### config.mk
export PLATFORM = sky130hd
export DESIGN_NAME = qaw_event_evaluator
export DESIGN_NICKNAME = d
export VERILOG_FILES = /design/src/hw/qaw_pkg.sv /design/src/hw/qaw_event_evaluator.sv
export VERILOG_INCLUDE_DIRS = /design/src /design/src/hw
export SDC_FILE = /design/constraint.sdc
export NUM_CORES = 1
export LEC_CHECK = 0
export BUFFER_PORTS_ARGS = -buffer_cell sky130_fd_sc_hd__buf_2
export CORE_UTILIZATION = 57
export DETAILED_ROUTE_END_ITERATION = 7
export PLACE_DENSITY_LB_ADDON = 0.2
export SYNTH_ARGS = -nofsm -noshare
export SYNTH_HDL_FRONTEND = slang
export SYNTH_SLANG_ARGS = --single-unit
### constraint.sdc
create_clock -name clk_sys -period 11.08 [get_ports clk_sys]
set_input_delay 0.554 -clock clk_sys [delete_from_list [all_inputs] [get_ports clk_sys]]
set_output_delay 0.554 -clock clk_sys [all_outputs]
set_load 0.02 [all_outputs]
### src/hw/qaw_params.svh
// Register map, field positions, reset values and timing counts of the Q&A watchdog evaluator
`ifndef QAW_PARAMS_SVH
`define QAW_PARAMS_SVH

// Register byte addresses
`define QAW_ADDR_ANSWER    8'h00
`define QAW_ADDR_QUESTION  8'h04
`define QAW_ADDR_STATUS    8'h08
`define QAW_ADDR_OPENWIN   8'h0c
`define QAW_ADDR_CLOSEWIN  8'h10
`define QAW_ADDR_FDBK      8'h14
`define QAW_ADDR_CTRL      8'h18
`define QAW_ADDR_INTSTAT   8'h1c
`define QAW_ADDR_INTCLR    8'h20
`define QAW_ADDR_INTEN     8'h24

// Status register fields
`define QAW_ST_EARLY       0
`define QAW_ST_TIMEOUT     1
`define QAW_ST_SEQERR      2
`define QAW_ST_CFGCHG      3
`define QAW_ST_CNT_LO      4
`define QAW_ST_ANSERR      6
`define QAW_ST_FAIL_LO     8

// Interrupt bits
`define QAW_IRQ_GOOD       0
`define QAW_IRQ_BAD        1
`define QAW_IRQ_TIMEOUT    2
`define QAW_IRQ_CFG        3

// Reset values
`define QAW_RST_ANSCNT     2'h3
`define QAW_RST_FAIL       3'h0
`define QAW_RST_WINLEN     8'h01

// Window step timing
`define QAW_CLK_PERIOD_NS  10
`define QAW_WIN_STEP_NS    1000
`define QAW_WIN_STEP_CYC   (`QAW_WIN_STEP_NS / `QAW_CLK_PERIOD_NS)

`endif

### src/hw/qaw_pkg.sv
// Types shared by the Q&A watchdog evaluator
package qaw_pkg;
    typedef logic [7:0] qaw_byte_t;
    typedef logic [3:0] qaw_nibble_t;
    typedef enum logic [2:0] {
        QAW_EV_NONE,
        QAW_EV_GOOD,
        QAW_EV_BAD,
        QAW_EV_TIMEOUT,
        QAW_EV_CFG
    } qaw_event_e;
endpackage : qaw_pkg

### src/hw/qaw_event_evaluator.sv
// Q&A watchdog sequence evaluator with APB register access
//
// Implementation choices: the APB register port and the register offsets.
`include "qaw_params.svh"
`timescale 1ns/100ps
`default_nettype none
module qaw_event_evaluator #(
    parameter int WIN_STEP_CYC = `QAW_WIN_STEP_CYC
) (
    input  wire logic              clk_sys,   // System clock, 100 MHz
    input  wire logic              reset_n,   // Async reset, active low
    input  wire logic              psel,      // APB select
    input  wire logic              penable,   // APB access phase
    input  wire logic              pwrite,    // APB direction
    input  wire logic [7:0]        paddr,     // APB byte address
    input  wire logic [31:0]       pwdata,    // APB write data
    output logic                   pready,    // APB ready
    output logic [31:0]            prdata,    // APB read data
    output logic                   pslverr,   // APB error, unmapped address
    output logic                   irq,       // Level interrupt
    output qaw_pkg::qaw_nibble_t   question   // Current question
);
    import qaw_pkg::*;

    // Only the default feedback table is held; feedback choice moves questions, not answers
    // Reference answer byte: row from table, nibbles inverted per counter bit
    function automatic qaw_byte_t ref_answer(input qaw_nibble_t q, input logic [1:0] cnt);
        qaw_byte_t base;
        base = 8'h00;
        case (q)
            4'h0: base = 8'hff;
            4'h1: base = 8'hb0;
            4'h2: base = 8'he9;
            4'h3: base = 8'ha6;
            4'h4: base = 8'h75;
            4'h5: base = 8'h3a;
            4'h6: base = 8'h63;
            4'h7: base = 8'h2c;
            4'h8: base = 8'hd2;
            4'h9: base = 8'h9d;
            4'ha: base = 8'hc4;
            4'hb: base = 8'h8b;
            4'hc: base = 8'h58;
            4'hd: base = 8'h17;
            4'he: base = 8'h4e;
            default: base = 8'h01;
        endcase
        return base ^ {{4{~cnt[0]}}, {4{~cnt[1]}}};
    endfunction : ref_answer

    // Markov chain step; zero is the special seed that counts as one
    function automatic qaw_nibble_t markov_step(input qaw_nibble_t x, input logic [1:0] fb);
        qaw_nibble_t s;
        logic        bitIn;
        s = (x == 4'h0) ? 4'h1 : x;
        bitIn = 1'b0;
        case (fb)
            2'h0: bitIn = s[3] ^ s[2];
            2'h1: bitIn = s[3] ^ s[1];
            2'h2: bitIn = s[2] ^ s[1];
            default: bitIn = s[3] ^ s[2] ^ s[1];
        endcase
        return {s[2:0], bitIn};
    endfunction : markov_step

    // Saturating fail counter step
    function automatic logic [2:0] fail_step(input logic [2:0] v, input logic up);
        if (up) begin
            return (v == 3'h7) ? v : v + 3'h1;
        end
        return (v == 3'h0) ? v : v - 3'h1;
    endfunction : fail_step

    // Software-visible configuration
    logic [7:0]  openLen;
    logic [7:0]  closeLen;
    logic [1:0]  questionFeedbackSelect;
    logic        cfgLock;
    logic [3:0]  irqEnable;
    logic [3:0]  irqStatus;

    // Sequence state
    logic [1:0]  answerByteCounter;
    logic        answerErr;
    logic [2:0]  sequenceFailCounter;
    logic        sequenceErrorFlag;
    logic        windowConfigChangedFlag;
    logic        timeoutFlag;
    logic        earlyFlag;
    logic [3:0]  tokenCnt;
    logic [3:0]  markov;
    logic [15:0] stepCnt;
    logic [9:0]  winTicks;
    logic [3:0]  next_tokenCnt;
    logic [3:0]  next_markov;

    // Decode of the current access
    logic        accessWr;
    logic        answerWr;
    logic        windowWr;
    logic        mismatch;
    logic        errNext;
    logic        inOpen;
    logic        timeoutHit;
    logic [9:0]  tickLimit;
    logic        mapped;
    logic [31:0] next_rdata;
    qaw_event_e  evKind;

    // No wait states: read data is registered in setup, answered in access
    assign pready = psel & penable;

    // Interrupt is a level while any enabled sticky bit stands
    assign irq = |(irqStatus & irqEnable);

    // Access decode and window position
    always_comb begin
        accessWr  = psel & penable & pwrite;
        answerWr  = accessWr && (paddr == `QAW_ADDR_ANSWER);
        windowWr  = accessWr && ((paddr == `QAW_ADDR_OPENWIN) ||
                                 (paddr == `QAW_ADDR_CLOSEWIN));
        mismatch  = answerWr && (pwdata[7:0] != ref_answer(question, answerByteCounter));
        errNext   = answerErr | mismatch;
        inOpen    = winTicks <= {2'h0, openLen};
        tickLimit = {2'h0, openLen} + {2'h0, closeLen} + 10'h2;
        timeoutHit = winTicks >= tickLimit;
    end

    // Only the byte taken with the counter at zero ends a sequence, as good or as bad
    // Event classification; a window write outranks the final byte and time-out
    always_comb begin
        evKind = QAW_EV_NONE;
        if (windowWr) begin
            evKind = QAW_EV_CFG;
        end else if (answerWr && answerByteCounter == 2'h0) begin
            if (!errNext && !inOpen) begin
                evKind = QAW_EV_GOOD;
            end else begin
                evKind = QAW_EV_BAD;
            end
        end else if (timeoutHit) begin
            evKind = QAW_EV_TIMEOUT;
        end
    end

    // Tick length is fixed at build time; software only sets the number of ticks
    // Window timer; any event restarts it so the next sequence begins at once
    always_ff @(posedge clk_sys or negedge reset_n) begin
        if (!reset_n) begin
            stepCnt  <= 16'h0;
            winTicks <= 10'h0;
        end else if (evKind != QAW_EV_NONE) begin
            stepCnt  <= 16'h0;
            winTicks <= 10'h0;
        end else if (stepCnt >= 16'(WIN_STEP_CYC - 1)) begin
            stepCnt  <= 16'h0;
            winTicks <= winTicks + 10'h1;
        end else begin
            stepCnt <= stepCnt + 16'h1;
        end
    end

    // A non-final byte that meets a time-out edge is dropped; the new sequence wants its first byte
    // Answer byte counter and accumulated value error
    always_ff @(posedge clk_sys or negedge reset_n) begin
        if (!reset_n) begin
            answerByteCounter <= `QAW_RST_ANSCNT;
            answerErr         <= 1'b0;
        end else if (evKind != QAW_EV_NONE) begin
            answerByteCounter <= `QAW_RST_ANSCNT;
            answerErr         <= 1'b0;
        end else if (answerWr) begin
            answerByteCounter <= answerByteCounter - 2'h1;
            answerErr         <= errNext;
        end
    end

    // Saturating, so a burst of bad events cannot wrap round to a clean count
    // Fail counter; good counts down, every other event counts up
    always_ff @(posedge clk_sys or negedge reset_n) begin
        if (!reset_n) begin
            sequenceFailCounter <= `QAW_RST_FAIL;
        end else begin
            case (evKind)
                QAW_EV_GOOD:    sequenceFailCounter <= fail_step(sequenceFailCounter, 1'b0);
                QAW_EV_BAD:     sequenceFailCounter <= fail_step(sequenceFailCounter, 1'b1);
                QAW_EV_TIMEOUT: sequenceFailCounter <= fail_step(sequenceFailCounter, 1'b1);
                QAW_EV_CFG:     sequenceFailCounter <= fail_step(sequenceFailCounter, 1'b1);
                default:        sequenceFailCounter <= sequenceFailCounter;
            endcase
        end
    end

    // Question generation only advances on a good event
    always_comb begin
        next_tokenCnt = tokenCnt;
        next_markov   = markov;
        if (evKind == QAW_EV_GOOD) begin
            next_tokenCnt = tokenCnt + 4'h1;
            if (tokenCnt == 4'hf) begin
                next_markov = markov_step(markov, questionFeedbackSelect);
            end
        end
    end

    // Question kept in a register so the readout is a flip-flop, in step with the counter
    always_ff @(posedge clk_sys or negedge reset_n) begin
        if (!reset_n) begin
            tokenCnt <= 4'h0;
            markov   <= 4'h0;
            question <= 4'h0;
        end else begin
            tokenCnt <= next_tokenCnt;
            markov   <= next_markov;
            question <= next_tokenCnt ^ next_markov;
        end
    end

    // Status flags: every event rewrites all four to its own pattern
    always_ff @(posedge clk_sys or negedge reset_n) begin
        if (!reset_n) begin
            sequenceErrorFlag       <= 1'b0;
            windowConfigChangedFlag <= 1'b0;
            timeoutFlag             <= 1'b0;
            earlyFlag               <= 1'b0;
        end else begin
            case (evKind)
                QAW_EV_GOOD: begin
                    sequenceErrorFlag       <= 1'b0;
                    windowConfigChangedFlag <= 1'b0;
                    timeoutFlag             <= 1'b0;
                    earlyFlag               <= 1'b0;
                end
                QAW_EV_BAD: begin
                    // Correct but early leaves sequence error clear, as the status table shows
                    sequenceErrorFlag       <= errNext;
                    windowConfigChangedFlag <= 1'b0;
                    timeoutFlag             <= 1'b0;
                    earlyFlag               <= inOpen;
                end
                QAW_EV_TIMEOUT: begin
                    sequenceErrorFlag       <= answerErr;
                    windowConfigChangedFlag <= 1'b0;
                    timeoutFlag             <= 1'b1;
                    earlyFlag               <= 1'b0;
                end
                QAW_EV_CFG: begin
                    sequenceErrorFlag       <= 1'b0;
                    windowConfigChangedFlag <= 1'b1;
                    timeoutFlag             <= 1'b0;
                    earlyFlag               <= 1'b0;
                end
                default: begin
                    sequenceErrorFlag       <= sequenceErrorFlag;
                    windowConfigChangedFlag <= windowConfigChangedFlag;
                    timeoutFlag             <= timeoutFlag;
                    earlyFlag               <= earlyFlag;
                end
            endcase
        end
    end

    // Window lengths; a locked write is dropped but still restarts the sequence
    always_ff @(posedge clk_sys or negedge reset_n) begin
        if (!reset_n) begin
            openLen  <= `QAW_RST_WINLEN;
            closeLen <= `QAW_RST_WINLEN;
        end else if (windowWr && !cfgLock) begin
            if (paddr == `QAW_ADDR_OPENWIN) begin
                openLen <= pwdata[7:0];
            end else begin
                closeLen <= pwdata[7:0];
            end
        end
    end

    // Plain control registers
    always_ff @(posedge clk_sys or negedge reset_n) begin
        if (!reset_n) begin
            questionFeedbackSelect <= 2'h0;
            cfgLock                <= 1'b0;
            irqEnable              <= 4'h0;
        end else if (accessWr) begin
            case (paddr)
                `QAW_ADDR_FDBK:  questionFeedbackSelect <= pwdata[1:0];
                `QAW_ADDR_CTRL:  cfgLock                <= pwdata[0];
                `QAW_ADDR_INTEN: irqEnable              <= pwdata[3:0];
                default:         cfgLock                <= cfgLock;
            endcase
        end
    end

    // Sticky interrupt bits; a new event wins over a clear in the same cycle
    always_ff @(posedge clk_sys or negedge reset_n) begin
        if (!reset_n) begin
            irqStatus <= 4'h0;
        end else begin
            irqStatus <= (irqStatus & ~((accessWr && paddr == `QAW_ADDR_INTCLR) ?
                                        pwdata[3:0] : 4'h0))
                       | {evKind == QAW_EV_CFG, evKind == QAW_EV_TIMEOUT,
                          evKind == QAW_EV_BAD, evKind == QAW_EV_GOOD};
        end
    end

    // Unmapped offsets answer zero with an error; writes to read-only words do nothing
    // Read mux and address map check
    always_comb begin
        next_rdata = 32'h0;
        mapped     = 1'b1;
        case (paddr)
            `QAW_ADDR_ANSWER:   next_rdata = 32'h0;
            `QAW_ADDR_QUESTION: next_rdata = {28'h0, question};
            `QAW_ADDR_STATUS: begin
                next_rdata[`QAW_ST_EARLY]   = earlyFlag;
                next_rdata[`QAW_ST_TIMEOUT] = timeoutFlag;
                next_rdata[`QAW_ST_SEQERR]  = sequenceErrorFlag;
                next_rdata[`QAW_ST_CFGCHG]  = windowConfigChangedFlag;
                next_rdata[`QAW_ST_CNT_LO +: 2]  = answerByteCounter;
                next_rdata[`QAW_ST_ANSERR]  = answerErr;
                next_rdata[`QAW_ST_FAIL_LO +: 3] = sequenceFailCounter;
            end
            `QAW_ADDR_OPENWIN:  next_rdata = {24'h0, openLen};
            `QAW_ADDR_CLOSEWIN: next_rdata = {24'h0, closeLen};
            `QAW_ADDR_FDBK:     next_rdata = {30'h0, questionFeedbackSelect};
            `QAW_ADDR_CTRL:     next_rdata = {31'h0, cfgLock};
            `QAW_ADDR_INTSTAT:  next_rdata = {28'h0, irqStatus};
            `QAW_ADDR_INTCLR:   next_rdata = 32'h0;
            `QAW_ADDR_INTEN:    next_rdata = {28'h0, irqEnable};
            default:            mapped     = 1'b0;
        endcase
    end

    // Read data and error captured in setup so both come from flip-flops
    always_ff @(posedge clk_sys or negedge reset_n) begin
        if (!reset_n) begin
            prdata  <= 32'h0;
            pslverr <= 1'b0;
        end else if (psel && !penable) begin
            prdata  <= pwrite ? 32'h0 : next_rdata;
            pslverr <= !mapped;
        end
    end
endmodule : qaw_event_evaluator
`default_nettype wire

==> results.tsv, run 1 <==
stage	metric	value	unit
setup_path	crit_path_end_kind	flip-flop	
global_routing	grt_pass1_wl	20900	microns
sta	setup_viol	0	
yosys	syn_inst	589	
setup_path	r2r-start	openLen[1]	
yosys	synth_warnings	0	
yosys	seq_area_frac_synth	0.394	
sta	tns	0	ns
layout	area_growth	8.16	%
clock_tree	cts_root_buffer	clkbuf_8	
yosys	syn_area	0.00554	sq mm
clock_tree	clock_latency	0.36	ns
drt	met1_length	5420	microns
setup_path	r2r_end	sequenceFailCounter[2]	
clock_tree	h-tree-depth	3	
drt	wl_per_cell	16.1	microns
placement	pre_cts_slack	5.68	ns
setup_path	r2r_setup_slack	5.67	ns
global_routing	gr-total-overflow	0	
die	dieWidth	101	microns
sta	fin_crit_sh	0.489	
sta	rsz0062_at_grt	no	
clock_tree	clk_pin_slew_worst_paths	0.10	ns
drt	top_layer	met4	
clock_tree	hold_buffers	0	
yosys	yosysTopAreaCell	dfrtp_1	
sta	skew	0.0114	ns
yosys	ys_types	65	
run_status	status	complete, no violations	
die	dieArea	0.0101	sq mm
placement	gp_congestion	0.862	
die	die_h	101	microns
setup_path	r2r_cells	26	
drt	antenna_left	0	
die	rows	35	
drt	wl_met3	742	microns
placement	hpwlAfterDp	9260	microns
setup_path	start_kind	flip-flop	
die	start_util	0.594	
global_routing	grt_use_total	0.266	
setup_path	cp.buffers_inverters	5	
layout	nets	721	
drt	wl_met2	5900	microns
pwr	ir_worst_vdd	0.100	mV
yosys	synth_area_per_cell	9.40	sq um
yosys	synth_most_common_cell	dfrtp_1	
sta	maxSlewHeadroom	0.150	
setup_path	crit_cells	26	
layout	drive_gt1_frac	0.142	
job	max_cap_violations	0	
setup_path	critical_path_required	11.33	ns
yosys	synth_common_cells	dfrtp_1 (83), nand2_1 (63), ha_1 (43)	
layout	fin_cells	765	
setup_path	worst_ep_arrival_time	5.66	ns
yosys	synth_top_area_share	0.375	
setup_path	slowest_stage	fa_1	
drt	drcViolationCount	0	
sta	fmax	0.185	GHz
drt	first_iter_violations	244	
min_path	hp-class	in -> async	
drt	vias	4401	
placement	io_buffers	38	
die	ios	84	
yosys	synth.area.top_cells	dfrtp_1 (38%), ha_1 (9.7%), nand2_1 (4.3%)	
yosys	synth-main-ff-cell	dfrtp_1	
sta	hold_slack	0.0790	ns
clock_tree	cts_buffer_depth	2	
clock_tree	numClockSinks	87	
clock_tree	cts_resized	0	
die	core	0.00933	sq mm
sta	worst-slew-pin-transition	1.26	ns
yosys	ys_ff_latch	87	
layout	diodes	0	
sta	final-hold-violation-count	0	
setup_path	critPathMostFrequentCell	inv_1	
global_routing	grt_antenna_before_repair	0	
setup_path	crit_fanout	16	
sta	drv_slew	0	
clock_tree	cts_tree	done	
pwr	leakage	2.90	nW
setup_path	crit_start	openLen[1]	
placement	place_inst	749	
sta	layout_setup_ws	5.67	ns
drt	wl	12300	microns
global_routing	first_global_vias	4375	
drt	drt-pass1-iter-count	5	
setup_path	crit_type	reg -> reg	
drt	vias_per_cell	5.75	
global_routing	grt_max_degree	62	
yosys	ys_async_sr_fraction	1.00	
pwr	power.density	135	mW/mm^2
clock_tree	cts_made_buffers	9	
sta	fin_crit	5.41	ns
yosys	synth_edf_count	0	
setup_path	crit_family	compound AO/OA/AOI/OAI gates	
setup_path	cpPeakStageDelay	0.42	ns
clock_tree	post-cts-setup-buffers	0	
placed cells by master (no fill, tap or decap), types with 4 or more instances in the layout:
| cell | Yosys | layout |
|---|---|---|
| a22o_1 | 4 | 4 |
| and3_1 | 13 | 13 |
| dfstp_2 | 4 | 4 |
| buf_4 | 21 | 4 |
| mux2_2 | 17 | 17 |
| a22oi_1 | 5 | 5 |
| and2_1 | 7 | 7 |
| a222oi_1 | 4 | 4 |
| nand3_1 | 26 | 26 |
| nor3_1 | 12 | 12 |
| nor2b_1 | 5 | 5 |
| a21o_1 | 9 | 9 |
| a21oi_1 | 16 | 16 |
| buf_2 | 5 | 37 |
| o211ai_1 | 5 | 5 |
| ha_1 | 43 | 43 |
| o21ai_0 | 41 | 41 |
| nand2b_1 | 10 | 10 |
| dfrtp_1 | 83 | 83 |
| a31oi_1 | 4 | 4 |
| xnor2_1 | 20 | 20 |
| nand4_1 | 4 | 4 |
| nand2_1 | 63 | 63 |
| nor2_1 | 37 | 37 |
| inv_1 | 40 | 40 |
| conb_1 | 1 | 30 |
| xor2_1 | 19 | 19 |
| clkbuf_8 | 0 | 9 |
worst max path at each step:
stage / end
floorplan: sequenceFailCounter[2]
global placement: sequenceFailCounter[2]
detailed placement: sequenceFailCounter[2]
CTS: sequenceFailCounter[2]
global route: sequenceFailCounter[2]
finish: sequenceFailCounter[2]
per-stage QoR:
stage	total power, mW	util	cell area, sq um
2_1_floorplan	0.525	-	5650
3_3_place_gp	0.565	0.620	5780
3_5_place_dp	0.579	0.620	5780
4_1_cts	0.810	0.642	5990
5_1_grt	0.854	0.642	5990
6_report	0.806	0.642	5990
cells by family (layout without fill, tap and decap cells):
group,Yosys count,count (layout),synth area share
simple gates,198,198,0.179
compound gates,120,120,0.150
flops,87,87,0.394
buf+inv,79,97,0.0703
fa+ha+maj,45,45,0.104
xor+xnor,39,39,0.0617
mux,20,20,0.0400
other cells,1,30,0.000677
state kept, by name, indices dropped and copies added (netlist names), 4 cells and up:
signal	cells
closeLen	8
irqEnable	4
irqStatus	4
markov	4
openLen	8
prdata	11
question	4
stepCnt	16
tokenCnt	4
winTicks	10
final cells by class:
cell class / instances / area (sq um)
clock inverter: 7 / 81.3
sequential: 87 / 2180
fill: 787 / 3340
timing repair buffer: 41 / 215
multi-input combinational: 452 / 3070
inverter: 40 / 150
clock buffer: 9 / 124
tap: 129 / 161
power breakdown:
part | switching, mW | internal (mW) | leakage (nW)
registers | 0.0380 | 0.343 | 1.10
logic | 0.112 | 0.0812 | 1.69
clock network | 0.124 | 0.107 | 0.106
total | 0.275 | 0.532 | 2.90
per-layer routing:
metal | vias to the layer above | track usage
li1 | 2101 | -
met4 | 0 | 0.0903
met1 | 2104 | 0.343
met2 | 171 | 0.449
met5 | - | 0
met3 | 25 | 0.0506
Power figures use the tool's default switching activity.
==> inputs of run 2 (changes only) <==
ABC_AREA = 1   (was unset)
clock period = 5.2 ns   (was 11.08 ns; I/O delays follow)
==> run 2 against run 1 <==
Effect of this change: clock power rose by 100%; sequential power is 86% higher; wire length decreased by 3.2%; synthesized cell count grew 17%; setup slack got worse by 4.7 ns; critical path type unchanged; highest routed layer unchanged.
==> results.tsv, run 2 <==
stage	metric	value	unit	change
yosys	yosysTopAreaCell	dfrtp_1		unchanged
layout	diodes	0		unchanged
layout	top_register	stepCnt		unchanged
job	max_cap_violations	0		unchanged
clock_tree	cts_tree	done		unchanged
global_routing	first_global_vias	4398		was 4375
sta	fmax	0.234	GHz	was 0.185 GHz
yosys	syn_area	0.00543	sq mm	was 0.00554 sq mm
clock_tree	post-cts-setup-buffers	0		unchanged
layout	nets	825		was 721
clock_tree	h-tree-depth	3		unchanged
layout	top_regs	stepCnt x16, prdata x11, winTicks x10		unchanged
drt	drcViolationCount	0		unchanged
clock_tree	cts_made_buffers	9		unchanged
setup_path	start_kind	flip-flop		unchanged
yosys	ys_ff_latch	87		unchanged
layout	area_growth	8.51	%	was 8.16%
layout	final_cell_mix	nand2_1 (162), inv_1 (97), dfrtp_1 (83)		was dfrtp_1 (83), nand2_1 (63), ha_1 (43)
global_routing	grt_use_total	0.260		was 0.266
setup_path	critical_path_required	5.50	ns	was 11.33 ns
drt	wl_met2	5940	microns	was 5900 microns
sta	fin_crit_sh	0.823		was 0.489
sta	maxSlewHeadroom	0.287		was 0.150
layout	layout_commonest_cell	nand2_1		was dfrtp_1
sta	drv_slew	0		unchanged
min_path	hp-class	in -> async		unchanged
yosys	synth_common_cells	nand2_1 (162), inv_1 (97), dfrtp_1 (83)		was dfrtp_1 (83), nand2_1 (63), ha_1 (43)
yosys	synth-main-ff-cell	dfrtp_1		unchanged
placement	io_buffers	38		unchanged
pwr	power.density	221	mW/mm^2	was 135 mW/mm^2
setup_path	r2r_setup_slack	0.92	ns	was 5.67 ns
setup_path	r2r_cells	21		was 26
setup_path	worst_ep_arrival_time	4.58	ns	was 5.66 ns
sta	fin_crit	4.28	ns	was 5.41 ns
sta	setup_viol	0		unchanged
drt	wl	11900	microns	was 12300 microns
yosys	synth_most_common_cell	nand2_1		was dfrtp_1
placement	hpwlAfterDp	9270	microns	was 9260 microns
layout	largest_reg_flops	16		unchanged
layout	drive_gt1_frac	0.0973		was 0.142
layout	ff_latch_area	0.00218	sq mm	unchanged
die	dieArea	0.00991	sq mm	was 0.0101 sq mm
setup_path	r2r-start	openLen[1]		unchanged
run_status	status	complete, no violations		unchanged
global_routing	grt_max_degree	88		was 62
clock_tree	cts_resized	0		unchanged
setup_path	crit_fanout	17		was 16
pwr	leakage	3.14	nW	was 2.90 nW
drt	wl_per_cell	13.7	microns	was 16.1 microns
clock_tree	clock_latency	0.38	ns	was 0.36 ns
pwr	ir_worst_vdd	0.134	mV	was 0.100 mV
yosys	seq_area_frac_synth	0.402		was 0.394
drt	met1_length	5240	microns	was 5420 microns
global_routing	grt_antenna_before_repair	0		unchanged
drt	first_iter_violations	253		was 244
yosys	synth.area.top_cells	dfrtp_1 (38%), nand2_1 (11%), ha_1 (9.9%)		was dfrtp_1 (38%), ha_1 (9.7%), nand2_1 (4.3%)
sta	skew	0.0173	ns	was 0.0114 ns
sta	final-hold-violation-count	0		unchanged
sta	worst-slew-pin-transition	1.07	ns	was 1.26 ns
setup_path	crit_path_end_kind	flip-flop		unchanged
die	die_h	99.6	microns	was 101 microns
layout	multi_input_area	0.00276	sq mm	was 0.00307 sq mm
drt	top_layer	met4		unchanged
layout	fillers	820		was 787
yosys	ys_async_sr_fraction	1.00		unchanged
yosys	ys_types	45		was 65
clock_tree	clk_pin_slew_worst_paths	0.10	ns	about the same
yosys	synth_edf_count	0		unchanged
drt	wl_met3	521	microns	was 742 microns
global_routing	gr-total-overflow	0		unchanged
sta	hold_slack	0.0518	ns	was 0.0790 ns
yosys	synth_warnings	0		unchanged
clock_tree	cts_buffer_depth	2		unchanged
setup_path	r2r_end	stepCnt[4]		was sequenceFailCounter[2]
clock_tree	numClockSinks	87		unchanged
placement	gp_congestion	0.907		was 0.862
drt	vias_per_cell	5.21		was 5.75
yosys	synth_area_per_cell	7.90	sq um	was 9.40 sq um
drt	vias	4531		was 4401
die	start_util	0.587		was 0.594
global_routing	grt_pass1_wl	20000	microns	was 20900 microns
drt	drt-pass1-iter-count	5		unchanged
die	dieWidth	99.6	microns	was 101 microns
clock_tree	cts_root_buffer	clkbuf_8		unchanged
die	ios	84		unchanged
sta	rsz0062_at_grt	no		unchanged
drt	antenna_left	0		unchanged
sta	tns	0	ns	unchanged
clock_tree	hold_buffers	0		unchanged
setup_path	crit_type	reg -> reg		unchanged
yosys	syn_inst	687		was 589
die	rows	35		unchanged
die	core	0.00924	sq mm	was 0.00933 sq mm
yosys	synth_top_area_share	0.383		was 0.375
## run 2: worst max-delay path by stage
stage,startpoint,end,slack [ns]
after floorplan,openLen[1],sequenceFailCounter[2],1.56
after global placement,openLen[1],stepCnt[4],1.02
after detailed placement,openLen[1],stepCnt[4],0.92
after CTS,openLen[1],stepCnt[4],0.90
after global routing,openLen[1],stepCnt[4],0.57
final,openLen[1],stepCnt[4],0.92
## run 2: cell families (layout without fill, tap and decap cells)
group / count (synthesis) / in the layout / share of synthesized area
compound gates: 114 / 114 / 0.118
fa+ha+maj: 45 / 45 / 0.107
xor+xnor: 25 / 25 / 0.0417
buf+inv: 133 / 157 / 0.109
flops: 87 / 87 / 0.402
other cells: 1 / 30 / 0.000691
simple gates: 282 / 282 / 0.222
## run 2: critical path, cell delays in order, from the launching register on
cell and delay [ns]:
dfrtp_1 0.38, inv_1 0.07, ha_1 0.28, inv_1 0.06, ha_1 0.17, inv_1 0.06
fa_1 0.40, o21ai_0 0.30, a21oi_1 0.12, nor2_1 0.10, nor2_1 0.06, o21ai_0 0.14
nand2_1 0.08, ha_1 0.32, a21oi_1 0.12, o21ai_0 0.08, a21oi_1 0.13, nand4_1 0.21
nand2_2 0.16, nand3_2 0.31, or2_1 0.47, nor3b_2 0.19
## run 2: routing by layer
metal / track usage / vias up
met5: 0 / -
met4: 0.0973 / 0
met3: 0.0457 / 24
met2: 0.455 / 120
met1: 0.323 / 2122
li1: - / 2265
## run 2: report_power, final
group / switching [mW] / leakage, nW / internal [mW]
Combinational: 0.0869 / 1.90 / 0.0346
Sequential: 0.0127 / 1.14 / 0.694
Clock: 0.286 / 0.0979 / 0.189
Total: 0.386 / 3.14 / 0.918
## run 2: layout make-up
cell class	count	share of cell area
Clock inverter	7	0.0132
Multi-Input combinational cell	496	0.469
Inverter	103	0.0657
Clock buffer	9	0.0210
Timing Repair Buffer	38	0.0327
Sequential cell	87	0.371
Tap cell	129	0.0274
## run 2: per-stage QoR
| step | std cells | power [mW] | setup slack [ns] | instance area [sq um] | util |
|---|---|---|---|---|---|
| 2_1_floorplan | 716 | 0.809 | 1.56 | 5540 | - |
| 3_3_place_gp | 853 | 0.834 | 1.02 | 5690 | 0.615 |
| 4_1_cts | 869 | 1.31 | 0.901 | 5890 | 0.637 |
| 3_5_place_dp | 853 | 0.841 | 0.917 | 5690 | 0.615 |
| 6_report | 869 | 1.30 | 0.921 | 5890 | 0.637 |
| 5_1_grt | 869 | 1.36 | 0.566 | 5890 | 0.637 |
